--- src/mctpm_pkg.sv ---
// Constants and types for the master clock tree and power mode block
package mctpm_pkg;
    // Register byte offsets
    localparam logic [7:0] OFF_PLL_CTL    = 8'h00;
    localparam logic [7:0] OFF_PLL_MULT   = 8'h04;
    localparam logic [7:0] OFF_PLL_STAT   = 8'h08;
    localparam logic [7:0] OFF_SYS_DIV    = 8'h0c;
    localparam logic [7:0] OFF_MSS_DIV    = 8'h10;
    localparam logic [7:0] OFF_ANA_CTL    = 8'h14;
    localparam logic [7:0] OFF_RUN_CFG    = 8'h18;
    localparam logic [7:0] OFF_RUN_GATE   = 8'h1c;
    localparam logic [7:0] OFF_SLP_GATE   = 8'h20;
    localparam logic [7:0] OFF_DSL_GATE   = 8'h24;
    localparam logic [7:0] OFF_DSL_CFG    = 8'h28;
    localparam logic [7:0] OFF_USB_CTL    = 8'h2c;
    localparam logic [7:0] OFF_CTRL_OWN   = 8'h30;
    localparam logic [7:0] OFF_MSTR_OWN   = 8'h34;
    localparam logic [7:0] OFF_IRQ_STAT   = 8'h38;
    localparam logic [7:0] OFF_IRQ_CLR    = 8'h3c;
    localparam logic [7:0] OFF_IRQ_EN     = 8'h40;
    // Field positions and widths
    localparam int DIV_W        = 3;
    localparam int SRC_BIT      = 4;
    localparam int PLLEN_BIT    = 0;
    localparam int ACG_BIT      = 0;
    localparam int OWN_BIT      = 0;
    localparam int STAT_FAIL    = 0;
    localparam int STAT_OWNER   = 1;
    localparam int SPLL_W       = 10;
    localparam int DS_SRC_LSB   = 0;
    localparam int DS_SRC_W     = 2;
    localparam int DS_DIV_LSB   = 2;
    localparam int USB_INT_W    = 6;
    localparam int USB_MULT_W   = 8;
    localparam int USB_SRC_BIT  = 8;
    localparam int IRQ_W        = 3;
    localparam int IRQ_FAIL     = 0;
    localparam int IRQ_WAKE     = 1;
    localparam int IRQ_OWNER    = 2;
    // Codes and reset values
    localparam logic [5:0] USB_BYPASS_CODE = 6'h00;
    localparam logic [1:0] DS_SLOW = 2'h0;
    localparam logic [1:0] DS_FAST = 2'h1;
    localparam logic [2:0] USB_POST_DIV = 3'h3;
    localparam logic [31:0] RST_ZERO = 32'h0000_0000;
    // Power modes, Gray coded along run, sleep, deep sleep
    typedef enum logic [1:0] {
        PM_RUN   = 2'b00,
        PM_SLEEP = 2'b01,
        PM_DEEP  = 2'b11
    } mctpm_mode_t;
endpackage

--- src/mctpm_tick_div.sv ---
// Tick divider: one output tick per div_i+1 input ticks
`timescale 1ns/10ps
module mctpm_tick_div #(
    parameter int W = 3
) (
    // Clock and reset
    input  wire logic         clk_i,
    input  wire logic         rst_n_i,
    input  wire logic         ce_i,
    // Control
    input  wire logic         clr_i,
    input  wire logic [W-1:0] div_i,
    // Ticks
    input  wire logic         tick_i,
    output logic              tick_o
);
    logic [W-1:0] cnt_q;
    wire          wrap = cnt_q >= div_i;
    // Clear restarts a full period after a switch
    always_ff @(posedge clk_i) begin
        if (!rst_n_i) begin
            cnt_q  <= '0;
            tick_o <= 1'b0;
        end else if (ce_i) begin
            if (clr_i) begin
                cnt_q  <= '0;
                tick_o <= 1'b0;
            end else if (tick_i) begin
                cnt_q  <= wrap ? '0 : cnt_q + W'(1);
                tick_o <= wrap;
            end else begin
                tick_o <= 1'b0;
            end
        end
    end
endmodule

--- src/mctpm_top.sv ---
// Master clock tree, missing-clock switch and power modes
// Functional notes
// - System clock source chosen by PLL enable
// - Fast internal clock watches oscillator for loss
// - Missing oscillator swaps system clock to fast
// - Clock failure signalled to NMI and control
// - Master owns PLL registers; requests transfer ownership
// - Always exactly one of run, sleep, deep
// - Deep sleep stops PLLs, control, analog clocks
// - Auto gating bit picks sleep/deep gating register
// - Master clock divided; fast clock on failure
// - System clock is PLL or oscillator divided
// - Analog clock divided; fast clock on failure
// - Deep clock from slow/fast/osc, twice divided
// - USB code zero bypass, 1-31 multiply
// - USB codes 32-63 multiply by value
// - Writing zero bypasses USB PLL to output
// - 240 MHz USB PLL divided by four
// - USB reference from external or oscillator
`timescale 1ns/10ps
module mctpm_top #(
    parameter int         GATE_W     = 16,
    parameter logic [7:0] MISS_LIMIT = 8'h20
) (
    // Clock, reset, enable
    input  wire logic              clk_i,
    input  wire logic              rst_n_i,
    input  wire logic              ce_i,
    // Avalon-MM slave
    input  wire logic [7:0]        avs_address_i,
    input  wire logic              avs_read_i,
    input  wire logic              avs_write_i,
    input  wire logic [31:0]       avs_writedata_i,
    input  wire logic [3:0]        avs_byteenable_i,
    input  wire logic              avs_ctrl_cpu_i,
    output logic [31:0]            avs_readdata_o,
    output logic                   avs_waitrequest_o,
    output logic                   irq_o,
    // Clock pins, asynchronous
    input  wire logic              pll_clk_i,
    input  wire logic              external_clock_input_i,
    input  wire logic              oscillator_clock_i,
    input  wire logic              internal_fast_clock_i,
    input  wire logic              internal_slow_clock_i,
    input  wire logic              usb_pll_clk_i,
    // Power requests, same domain
    input  wire logic              sleep_req_i,
    input  wire logic              deep_sel_i,
    input  wire logic              wake_i,
    // Clock ticks out
    output logic                   system_clock_o,
    output logic                   master_subsystem_clock_o,
    output logic                   analog_system_clock_o,
    output logic                   usb_clock_o,
    // Status and enables
    output logic                   clock_failure_o,
    output logic [1:0]             power_mode_o,
    output logic                   cpu_clk_en_o,
    output logic                   main_pll_en_o,
    output logic                   usb_pll_en_o,
    output logic                   ctrl_clk_en_o,
    output logic                   analog_clk_en_o,
    output logic [GATE_W-1:0]      periph_gate_o,
    // PLL settings out
    output logic [mctpm_pkg::SPLL_W-1:0]     system_pll_multiplier_o,
    output logic [mctpm_pkg::USB_MULT_W-1:0] usb_pll_mult_o,
    output logic                   usb_pll_source_select_o,
    output logic                   usb_bypass_o
);
    localparam int NP = 6;
    localparam int DW = mctpm_pkg::DIV_W;

    // Pin synchronisers and edge detect
    wire [NP-1:0] pins = {usb_pll_clk_i, internal_slow_clock_i,
                          internal_fast_clock_i, oscillator_clock_i,
                          external_clock_input_i, pll_clk_i};
    logic [NP-1:0] s1_q, s2_q, s3_q;
    always_ff @(posedge clk_i) begin
        if (!rst_n_i) begin
            s1_q <= '0;
            s2_q <= '0;
            s3_q <= '0;
        end else if (ce_i) begin
            s1_q <= pins;
            s2_q <= s1_q;
            s3_q <= s2_q;
        end
    end
    wire [NP-1:0] tk = s2_q & ~s3_q;
    wire pll_tk  = tk[0];
    wire ext_tk  = tk[1];
    wire osc_tk  = tk[2];
    wire fast_tk = tk[3];
    wire slow_tk = tk[4];
    wire upll_tk = tk[5];

    // Registers
    logic [31:0]       pll_ctl_q, pll_mult_q, sys_div_q, mss_div_q;
    logic [31:0]       ana_ctl_q, run_cfg_q, dsl_cfg_q, usb_ctl_q;
    logic [GATE_W-1:0] run_gate_q, slp_gate_q, dsl_gate_q;
    logic [mctpm_pkg::IRQ_W-1:0] irq_stat_q, irq_en_q;
    logic              owner_ctrl_q, fail_q, fail_sw_q;
    logic [7:0]        miss_cnt_q;
    mctpm_pkg::mctpm_mode_t mode_q, mode_d;
    wire sys_div_tk, mss_div_tk, ana_div_tk, ds_div_tk, usb_div_tk;

    // One wait cycle before every answer
    wire [7:0] ad = avs_address_i;
    wire req    = avs_read_i | avs_write_i;
    wire acc    = req & ~avs_waitrequest_o;
    wire wr     = acc & avs_write_i;
    wire [31:0] wmask = {{8{avs_byteenable_i[3]}}, {8{avs_byteenable_i[2]}},
                         {8{avs_byteenable_i[1]}}, {8{avs_byteenable_i[0]}}};
    wire [31:0] wdm   = avs_writedata_i & wmask;
    wire own_ok = avs_ctrl_cpu_i == owner_ctrl_q;
    wire pll_wr = wr & own_ok;
    wire a_pctl = ad == mctpm_pkg::OFF_PLL_CTL;
    wire a_pmul = ad == mctpm_pkg::OFF_PLL_MULT;
    wire a_sdiv = ad == mctpm_pkg::OFF_SYS_DIV;
    wire a_mdiv = ad == mctpm_pkg::OFF_MSS_DIV;
    wire a_ana  = ad == mctpm_pkg::OFF_ANA_CTL;
    wire a_rcfg = ad == mctpm_pkg::OFF_RUN_CFG;
    wire a_rg   = ad == mctpm_pkg::OFF_RUN_GATE;
    wire a_sg   = ad == mctpm_pkg::OFF_SLP_GATE;
    wire a_dg   = ad == mctpm_pkg::OFF_DSL_GATE;
    wire a_dcfg = ad == mctpm_pkg::OFF_DSL_CFG;
    wire a_usb  = ad == mctpm_pkg::OFF_USB_CTL;
    wire a_cown = ad == mctpm_pkg::OFF_CTRL_OWN;
    wire a_mown = ad == mctpm_pkg::OFF_MSTR_OWN;
    wire a_ien  = ad == mctpm_pkg::OFF_IRQ_EN;
    wire a_iclr = ad == mctpm_pkg::OFF_IRQ_CLR;
    wire a_stat = ad == mctpm_pkg::OFF_PLL_STAT;
    wire a_ist  = ad == mctpm_pkg::OFF_IRQ_STAT;

    // Only the non-owner may request ownership
    wire take_ctrl = wr & a_cown & avs_ctrl_cpu_i & ~owner_ctrl_q &
                     avs_writedata_i[mctpm_pkg::OWN_BIT];
    wire take_mstr = wr & a_mown & ~avs_ctrl_cpu_i & owner_ctrl_q &
                     avs_writedata_i[mctpm_pkg::OWN_BIT];

    wire [31:0] stat_rd = {30'h0, owner_ctrl_q, fail_q};
    wire [31:0] rd_mux =
        a_pctl ? pll_ctl_q  : a_pmul ? pll_mult_q :
        a_stat ? stat_rd    : a_sdiv ? sys_div_q  :
        a_mdiv ? mss_div_q  : a_ana  ? ana_ctl_q  :
        a_rcfg ? run_cfg_q  : a_dcfg ? dsl_cfg_q  :
        a_usb  ? usb_ctl_q  :
        a_rg   ? 32'(run_gate_q) : a_sg ? 32'(slp_gate_q) :
        a_dg   ? 32'(dsl_gate_q) :
        a_cown ? 32'(owner_ctrl_q) : a_mown ? {31'h0, ~owner_ctrl_q} :
        a_ist  ? 32'(irq_stat_q) : a_ien ? 32'(irq_en_q) : 32'h0;

    function automatic logic [31:0] merge(input logic [31:0] old,
                                          input logic [31:0] m,
                                          input logic [31:0] d);
        merge = (old & ~m) | d;
    endfunction

    always_ff @(posedge clk_i) begin
        if (!rst_n_i) begin
            avs_waitrequest_o <= 1'b1;
            avs_readdata_o    <= mctpm_pkg::RST_ZERO;
        end else if (ce_i) begin
            avs_waitrequest_o <= ~(req & avs_waitrequest_o);
            if (req & avs_waitrequest_o)
                avs_readdata_o <= avs_read_i ? rd_mux : mctpm_pkg::RST_ZERO;
        end
    end

    always_ff @(posedge clk_i) begin
        if (!rst_n_i) begin
            pll_ctl_q  <= mctpm_pkg::RST_ZERO;
            pll_mult_q <= mctpm_pkg::RST_ZERO;
            sys_div_q  <= mctpm_pkg::RST_ZERO;
            mss_div_q  <= mctpm_pkg::RST_ZERO;
            ana_ctl_q  <= mctpm_pkg::RST_ZERO;
            run_cfg_q  <= mctpm_pkg::RST_ZERO;
            dsl_cfg_q  <= mctpm_pkg::RST_ZERO;
            usb_ctl_q  <= mctpm_pkg::RST_ZERO;
            run_gate_q <= '0;
            slp_gate_q <= '0;
            dsl_gate_q <= '0;
            irq_en_q   <= '0;
        end else if (ce_i) begin
            if (pll_wr & a_pctl) pll_ctl_q <= merge(pll_ctl_q, wmask, wdm);
            if (pll_wr & a_pmul) pll_mult_q <= merge(pll_mult_q, wmask, wdm);
            if (pll_wr & a_sdiv) sys_div_q <= merge(sys_div_q, wmask, wdm);
            if (wr & a_mdiv) mss_div_q <= merge(mss_div_q, wmask, wdm);
            if (wr & a_ana)  ana_ctl_q <= merge(ana_ctl_q, wmask, wdm);
            if (wr & a_rcfg) run_cfg_q <= merge(run_cfg_q, wmask, wdm);
            if (wr & a_dcfg) dsl_cfg_q <= merge(dsl_cfg_q, wmask, wdm);
            if (wr & a_usb)  usb_ctl_q <= merge(usb_ctl_q, wmask, wdm);
            if (wr & a_rg)
                run_gate_q <= GATE_W'(merge(32'(run_gate_q), wmask, wdm));
            if (wr & a_sg)
                slp_gate_q <= GATE_W'(merge(32'(slp_gate_q), wmask, wdm));
            if (wr & a_dg)
                dsl_gate_q <= GATE_W'(merge(32'(dsl_gate_q), wmask, wdm));
            if (wr & a_ien)
                irq_en_q <= avs_writedata_i[mctpm_pkg::IRQ_W-1:0];
        end
    end

    // Fast ticks without an oscillator edge
    wire fail_set = fast_tk & ~osc_tk & ~fail_q &
                    (miss_cnt_q == MISS_LIMIT - 8'h01);
    // Switch only between ticks, so no runt pulse escapes
    wire sw_ok    = fail_q & ~fail_sw_q & ~fast_tk & ~sys_div_tk;

    always_ff @(posedge clk_i) begin
        if (!rst_n_i) begin
            miss_cnt_q   <= '0;
            fail_q       <= 1'b0;
            fail_sw_q    <= 1'b0;
            owner_ctrl_q <= 1'b0;
        end else if (ce_i) begin
            if (osc_tk)
                miss_cnt_q <= '0;
            else if (fast_tk & ~fail_q)
                miss_cnt_q <= miss_cnt_q + 8'h01;
            // Sticky: a returning oscillator does not clear it
            if (fail_set) fail_q <= 1'b1;
            if (sw_ok) fail_sw_q <= 1'b1;
            if (take_ctrl) owner_ctrl_q <= 1'b1;
            else if (take_mstr) owner_ctrl_q <= 1'b0;
        end
    end

    // Power mode sequencing
    always_comb begin
        mode_d = mode_q;
        case (mode_q)
            mctpm_pkg::PM_RUN:
                if (sleep_req_i)
                    mode_d = deep_sel_i ? mctpm_pkg::PM_DEEP
                                        : mctpm_pkg::PM_SLEEP;
            mctpm_pkg::PM_SLEEP,
            mctpm_pkg::PM_DEEP:
                if (wake_i) mode_d = mctpm_pkg::PM_RUN;
            default: mode_d = mctpm_pkg::PM_RUN;
        endcase
    end
    wire deep_d  = mode_d == mctpm_pkg::PM_DEEP;
    wire sleep_d = mode_d == mctpm_pkg::PM_SLEEP;
    wire deep    = mode_q == mctpm_pkg::PM_DEEP;
    wire auto_clock_gating     = run_cfg_q[mctpm_pkg::ACG_BIT];
    wire [GATE_W-1:0] gate_d =
        (auto_clock_gating & sleep_d) ? slp_gate_q :
        (auto_clock_gating & deep_d)  ? dsl_gate_q : run_gate_q;

    // Clock source selection
    wire pll_en   = pll_ctl_q[mctpm_pkg::PLLEN_BIT];
    wire sys_src  = pll_en ? pll_tk : osc_tk;
    wire [1:0] ds_osc =
                    dsl_cfg_q[mctpm_pkg::DS_SRC_LSB +: mctpm_pkg::DS_SRC_W];
    wire ds_src   = ds_osc == mctpm_pkg::DS_SLOW ? slow_tk :
                    ds_osc == mctpm_pkg::DS_FAST ? fast_tk : osc_tk;
    wire [5:0] usb_code = usb_ctl_q[mctpm_pkg::USB_INT_W-1:0];
    wire usb_byp  = usb_code == mctpm_pkg::USB_BYPASS_CODE;
    wire usb_rsel = usb_ctl_q[mctpm_pkg::USB_SRC_BIT];
    wire usb_ref  = usb_rsel ? osc_tk : ext_tk;
    wire mss_in   = deep ? ds_div_tk :
                    fail_sw_q ? fast_tk :
                    mss_div_q[mctpm_pkg::SRC_BIT] ? osc_tk : system_clock_o;
    wire ana_in   = ana_ctl_q[mctpm_pkg::SRC_BIT] ? osc_tk : system_clock_o;

    mctpm_tick_div #(.W(DW)) u_sys_div (
        .clk_i  (clk_i),
        .rst_n_i(rst_n_i),
        .ce_i   (ce_i),
        .clr_i  (sw_ok),
        .div_i  (sys_div_q[DW-1:0]),
        .tick_i (sys_src),
        .tick_o (sys_div_tk)
    );
    mctpm_tick_div #(.W(DW)) u_mss_div (
        .clk_i  (clk_i),
        .rst_n_i(rst_n_i),
        .ce_i   (ce_i),
        .clr_i  (sw_ok),
        .div_i  (mss_div_q[DW-1:0]),
        .tick_i (mss_in),
        .tick_o (mss_div_tk)
    );
    mctpm_tick_div #(.W(DW)) u_ana_div (
        .clk_i  (clk_i),
        .rst_n_i(rst_n_i),
        .ce_i   (ce_i),
        .clr_i  (sw_ok),
        .div_i  (ana_ctl_q[DW-1:0]),
        .tick_i (ana_in),
        .tick_o (ana_div_tk)
    );
    mctpm_tick_div #(.W(DW)) u_ds_div (
        .clk_i  (clk_i),
        .rst_n_i(rst_n_i),
        .ce_i   (ce_i),
        .clr_i  (1'b0),
        .div_i  (dsl_cfg_q[mctpm_pkg::DS_DIV_LSB +: DW]),
        .tick_i (ds_src),
        .tick_o (ds_div_tk)
    );
    // PLL runs at 240 MHz; four-way divide gives 60 MHz
    mctpm_tick_div #(.W(DW)) u_usb_div (
        .clk_i  (clk_i),
        .rst_n_i(rst_n_i),
        .ce_i   (ce_i),
        .clr_i  (1'b0),
        .div_i  (mctpm_pkg::USB_POST_DIV),
        .tick_i (upll_tk),
        .tick_o (usb_div_tk)
    );

    // Set beats a same-cycle clear
    wire [mctpm_pkg::IRQ_W-1:0] ev;
    assign ev[mctpm_pkg::IRQ_FAIL]  = fail_set;
    assign ev[mctpm_pkg::IRQ_WAKE]  = (mode_d == mctpm_pkg::PM_RUN) &
                                      (mode_q != mctpm_pkg::PM_RUN);
    assign ev[mctpm_pkg::IRQ_OWNER] = take_ctrl | take_mstr;
    wire [mctpm_pkg::IRQ_W-1:0] iclr =
        (wr & a_iclr) ? avs_writedata_i[mctpm_pkg::IRQ_W-1:0] : '0;
    wire [mctpm_pkg::IRQ_W-1:0] ist_d = (irq_stat_q & ~iclr) | ev;

    // Registered outputs
    always_ff @(posedge clk_i) begin
        if (!rst_n_i) begin
            mode_q                   <= mctpm_pkg::PM_RUN;
            irq_stat_q               <= '0;
            irq_o                    <= 1'b0;
            system_clock_o           <= 1'b0;
            master_subsystem_clock_o <= 1'b0;
            analog_system_clock_o    <= 1'b0;
            usb_clock_o              <= 1'b0;
            clock_failure_o          <= 1'b0;
            power_mode_o             <= mctpm_pkg::PM_RUN;
            cpu_clk_en_o             <= 1'b1;
            main_pll_en_o            <= 1'b1;
            usb_pll_en_o             <= 1'b1;
            ctrl_clk_en_o            <= 1'b1;
            analog_clk_en_o          <= 1'b1;
            periph_gate_o            <= '0;
            system_pll_multiplier_o  <= '0;
            usb_pll_mult_o           <= '0;
            usb_pll_source_select_o  <= 1'b0;
            usb_bypass_o             <= 1'b1;
        end else if (ce_i) begin
            mode_q          <= mode_d;
            irq_stat_q      <= ist_d;
            irq_o           <= |(ist_d & irq_en_q);
            system_clock_o  <= ~deep &
                               (fail_sw_q ? fast_tk : sys_div_tk);
            master_subsystem_clock_o <= mss_div_tk;
            analog_system_clock_o    <= ~deep &
                               (fail_sw_q ? fast_tk : ana_div_tk);
            usb_clock_o     <= ~deep &
                               (usb_byp ? usb_ref : usb_div_tk);
            clock_failure_o <= fail_q | fail_set;
            power_mode_o    <= mode_d;
            cpu_clk_en_o    <= mode_d == mctpm_pkg::PM_RUN;
            main_pll_en_o   <= ~deep_d;
            usb_pll_en_o    <= ~deep_d;
            ctrl_clk_en_o   <= ~deep_d;
            analog_clk_en_o <= ~deep_d;
            periph_gate_o   <= gate_d;
            system_pll_multiplier_o <= pll_mult_q[mctpm_pkg::SPLL_W-1:0];
            usb_pll_mult_o  <= usb_ctl_q[mctpm_pkg::USB_MULT_W-1:0];
            usb_pll_source_select_o <= usb_rsel;
            usb_bypass_o    <= usb_byp;
        end
    end
endmodule

--- config.mk ---
export PLATFORM = sky130hd
export DESIGN_NAME = mctpm_top
export DESIGN_NICKNAME = d
export VERILOG_FILES = /design/src/mctpm_pkg.sv /design/src/mctpm_tick_div.sv /design/src/mctpm_top.sv
export SDC_FILE = /design/constraint.sdc
export NUM_CORES = 1
export LEC_CHECK = 0
export BUFFER_PORTS_ARGS = -buffer_cell sky130_fd_sc_hd__buf_2
export CAP_MARGIN = 30
export CORE_UTILIZATION = 55
export CTS_BUF_LIST = sky130_fd_sc_hd__clkbuf_2
export DETAILED_ROUTE_END_ITERATION = 10
export GPL_TIMING_DRIVEN = 0
export PLACE_DENSITY = 0.75
export SLEW_MARGIN = 10
export SYNTH_ARGS = -nofsm -noshare
export SYNTH_HDL_FRONTEND = slang
export SYNTH_SLANG_ARGS = --single-unit
export TNS_END_PERCENT = 50
--- constraint.sdc ---
create_clock -name clk_i -period 4.1 [get_ports clk_i]
set_input_delay 0.205 -clock clk_i [delete_from_list [all_inputs] [get_ports clk_i]]
set_output_delay 0.205 -clock clk_i [all_outputs]
set_load 0.05 [all_outputs]
==> out/qor.txt <==
Yosys cell types: 81
slew margin rel.: 27.32%
Die Width: 193.9 um
final WL: 83120 um
EDFF count, synth: 0
Worst Skew: 0.07065 ns
vias in the first global route: 20320
Iter 0 DRT Violations: 2969
Top Family by Delay on Critical Path: simple AND/OR/NAND/NOR gates
Post-DRT Antenna Nets: 0
synthesis warning total: 0
wire per inst: 24.43 um
CP Cell Sequence: and3b_1 > buf_2 > nand2_1 > clkbuf_1 > nor2_1 > nand2_1 > a21oi_1
Post-DP HPWL: 58990 um
Post-CTS Resized: 0
layout cells sized above 1: 12.52%
ys flop type: dfxtp_1
flops & latches, synth: 438
post-route cell area: 23470 um^2
Max-Cap Viols: 0
gr ovfl total: 0
CP Max Fanout: 10
Initial Util: 56.37%
fill count: 3213
Post-Synthesis Cells: 2527
row cnt: 69
Top cell by count, worst path: nand2_1
CTS tree: built
Critical Path Max Stage Delay: 0.69 ns
RSZ-0062 raised after global routing: false
first-pass GRT wire length: 123000 um
Final setup viols: 0
clk buf depth: 3
# DRC: 0
Clock Sinks: 438
first-pass iteration count of the detailed router: 8
Bufs and invs on worst path: 2
syn avg cell area: 8.011 um^2
pin count of the biggest net entering global routing: 17
Syn Nets: 2605
clock latency on the worst-skew pair: 1.11 ns
Setup Buffers After CTS: 0
initial antenna violation count: 2
WP data required: 5.10 ns
Hold-fix buffers, CTS: 97
hold path depth: 4
CTS buffer count: 112
Placer Congestion: 1.006
Async SR Flop Fraction: 0%
fmax: 0.3321 GHz
mapped cell area: 20240 um^2
Setup crit end kind: register
IR drop worst, VDD: 256.3 uV
final worst path period share: 73.44%
Die Area: 37580 um^2
crit path DAT: 4.02 ns
outcome: finished, final reports clean
P per Cell Area: 343.6 nW/um^2
fin crit period: 3.011 ns
Area after DPL: 21460 um^2
Area Overhead vs Synth: 15.93%
worst-margin pin slew: 1.090 ns
Via-to-Cell Ratio: 6.415
Fin Setup TNS: 0 ns
Leak: 8.407 nW
sequential area share after synthesis: 43.31%
hold crit path type: in2reg
Total Routing Usage GR: 43.29%
Clock Pin Slew Worst Setup and Hold Paths: 0.10 ns
Root Buffer: clkbuf_2
input/output buffers: 117
critical path launch point type: register
Nets: 2939
Max stage delay cell, worst path: nor2_1
R2R depth: 7
total stage count of the critical path: 7
Die Y: 193.9 um
Hold Vio Cnt, Final: 0
final count of pins violating max slew: 0
Top-Level Pins: 141
Crit Path Class: reg2reg
Via Count: 21830
CTS H-Tree Depth: 3
Core ar.: 35910 um^2
## logic make-up (layout without fill, tap and decap cells)
family / Yosys count / count (layout) / synth area share, %
simple gates: 891 / 891 / 19.49
compound gates: 765 / 765 / 22.86
flops: 438 / 438 / 43.31
buf+inv: 245 / 658 / 4.821
mux: 163 / 163 / 8.078
fa+ha+maj: 19 / 19 / 1.174
xor+xnor: 6 / 6 / 0.2596
other cells: 0 / 2 / 0
## cell type report
cell class / count / area (um^2) / share of cell area, %
Sequential cell: 438 / 8768 / 37.36
Clock buffer: 165 / 825.8 / 3.519
Tap cell: 461 / 576.8 / 2.458
Clock inverter: 28 / 183.9 / 0.7837
Inverter: 22 / 82.58 / 0.3519
Multi-Input combinational cell: 1844 / 10510 / 44.76
Timing Repair Buffer: 220 / 1629 / 6.941
Buffer: 223 / 893.4 / 3.806
Antenna cell: 2 / 5.005 / 0.02132
## tightest hold or removal path, stage by stage
cell           delay (ns)
dlygate4sd3_1        0.55
buf_2                0.19
nand3_1              0.09
a21oi_1              0.06
## where the power goes
group | switching [mW] | internal, mW
sequential | 0.0143 | 4.27
combinational | 0.511 | 0.195
clock | 1.88 | 1.20
total | 2.40 | 5.66
## worst paths after layout
check,startpoint,endpoint,slack (ns)
max,avs_waitrequest_o,register,1.09
min,avs_writedata_i[0],register,0.05
max reg2reg,avs_waitrequest_o,register,1.09
min reg2reg,cpu_clk_en_o,cpu_clk_en_o,0.46
## per-layer routing
metal	GRT usage (%)	share of wire, %	routed length, um
met5	0	0	0
met4	28.04	7.0	5820
met3	9.671	11	9253
met2	67.40	44	36270
met1	54.19	38	31780
## metrics by stage
step                instances  setup slack, ns  hold WS (ns)  power, mW  utilization (%)
global placement         3105            1.041        0.4333      4.968            59.60
CTS                      3399            1.251      0.004244      8.007            65.26
global route             3402            1.116       0.04041      8.294            65.34
detailed placement       3109            1.063        0.4371      4.976            59.75
floorplan                2527            1.913        0.3522      4.717                -
finish                   3403            1.089       0.04871      8.064            65.35
## cell usage in the layout (no fill, tap or decap), drive strengths merged, types with 18 or more instances in the layout
cell         netlist  routed
dlygate4sd3        0      97
clkinv             1      23
nor2             240     240
a22o              22      22
nand3            127     127
o2bb2ai           20      20
nand2            421     421
dfxtp            438     438
o21ai            177     177
ha                19      19
o211ai            19      19
mux2i            160     160
buf               50     173
a21oi            346     346
inv               21      22
clkbuf           173     338
a221oi            18      18
## cell usage after synthesis, types with 10 or more instances
library cell	count	share of area [%]
buf_2	30	0.74
a21o_1	10	0.37
o2bb2ai_1	20	0.87
a22o_1	22	0.95
a211o_1	15	0.65
mux2i_1	160	7.9
nand3_1	127	3.1
nor2_1	232	4.3
a2bb2oi_1	12	0.52
nand2b_1	13	0.40
nor3_1	10	0.25
dfxtp_1	438	43
nor2b_1	11	0.34
a32o_1	15	0.74
o31ai_1	15	0.56
a21oi_1	346	8.6
buf_1	15	0.28
o211ai_1	19	0.70
inv_1	20	0.37
nand2_1	420	7.8
o21ai_0	176	4.4
ha_1	19	1.2
o22ai_1	13	0.40
a221oi_1	18	0.78
a2111oi_0	10	0.43
a211oi_1	11	0.41
a22oi_1	17	0.63
clkbuf_1	173	3.2
Power figures use the tool's default switching activity.
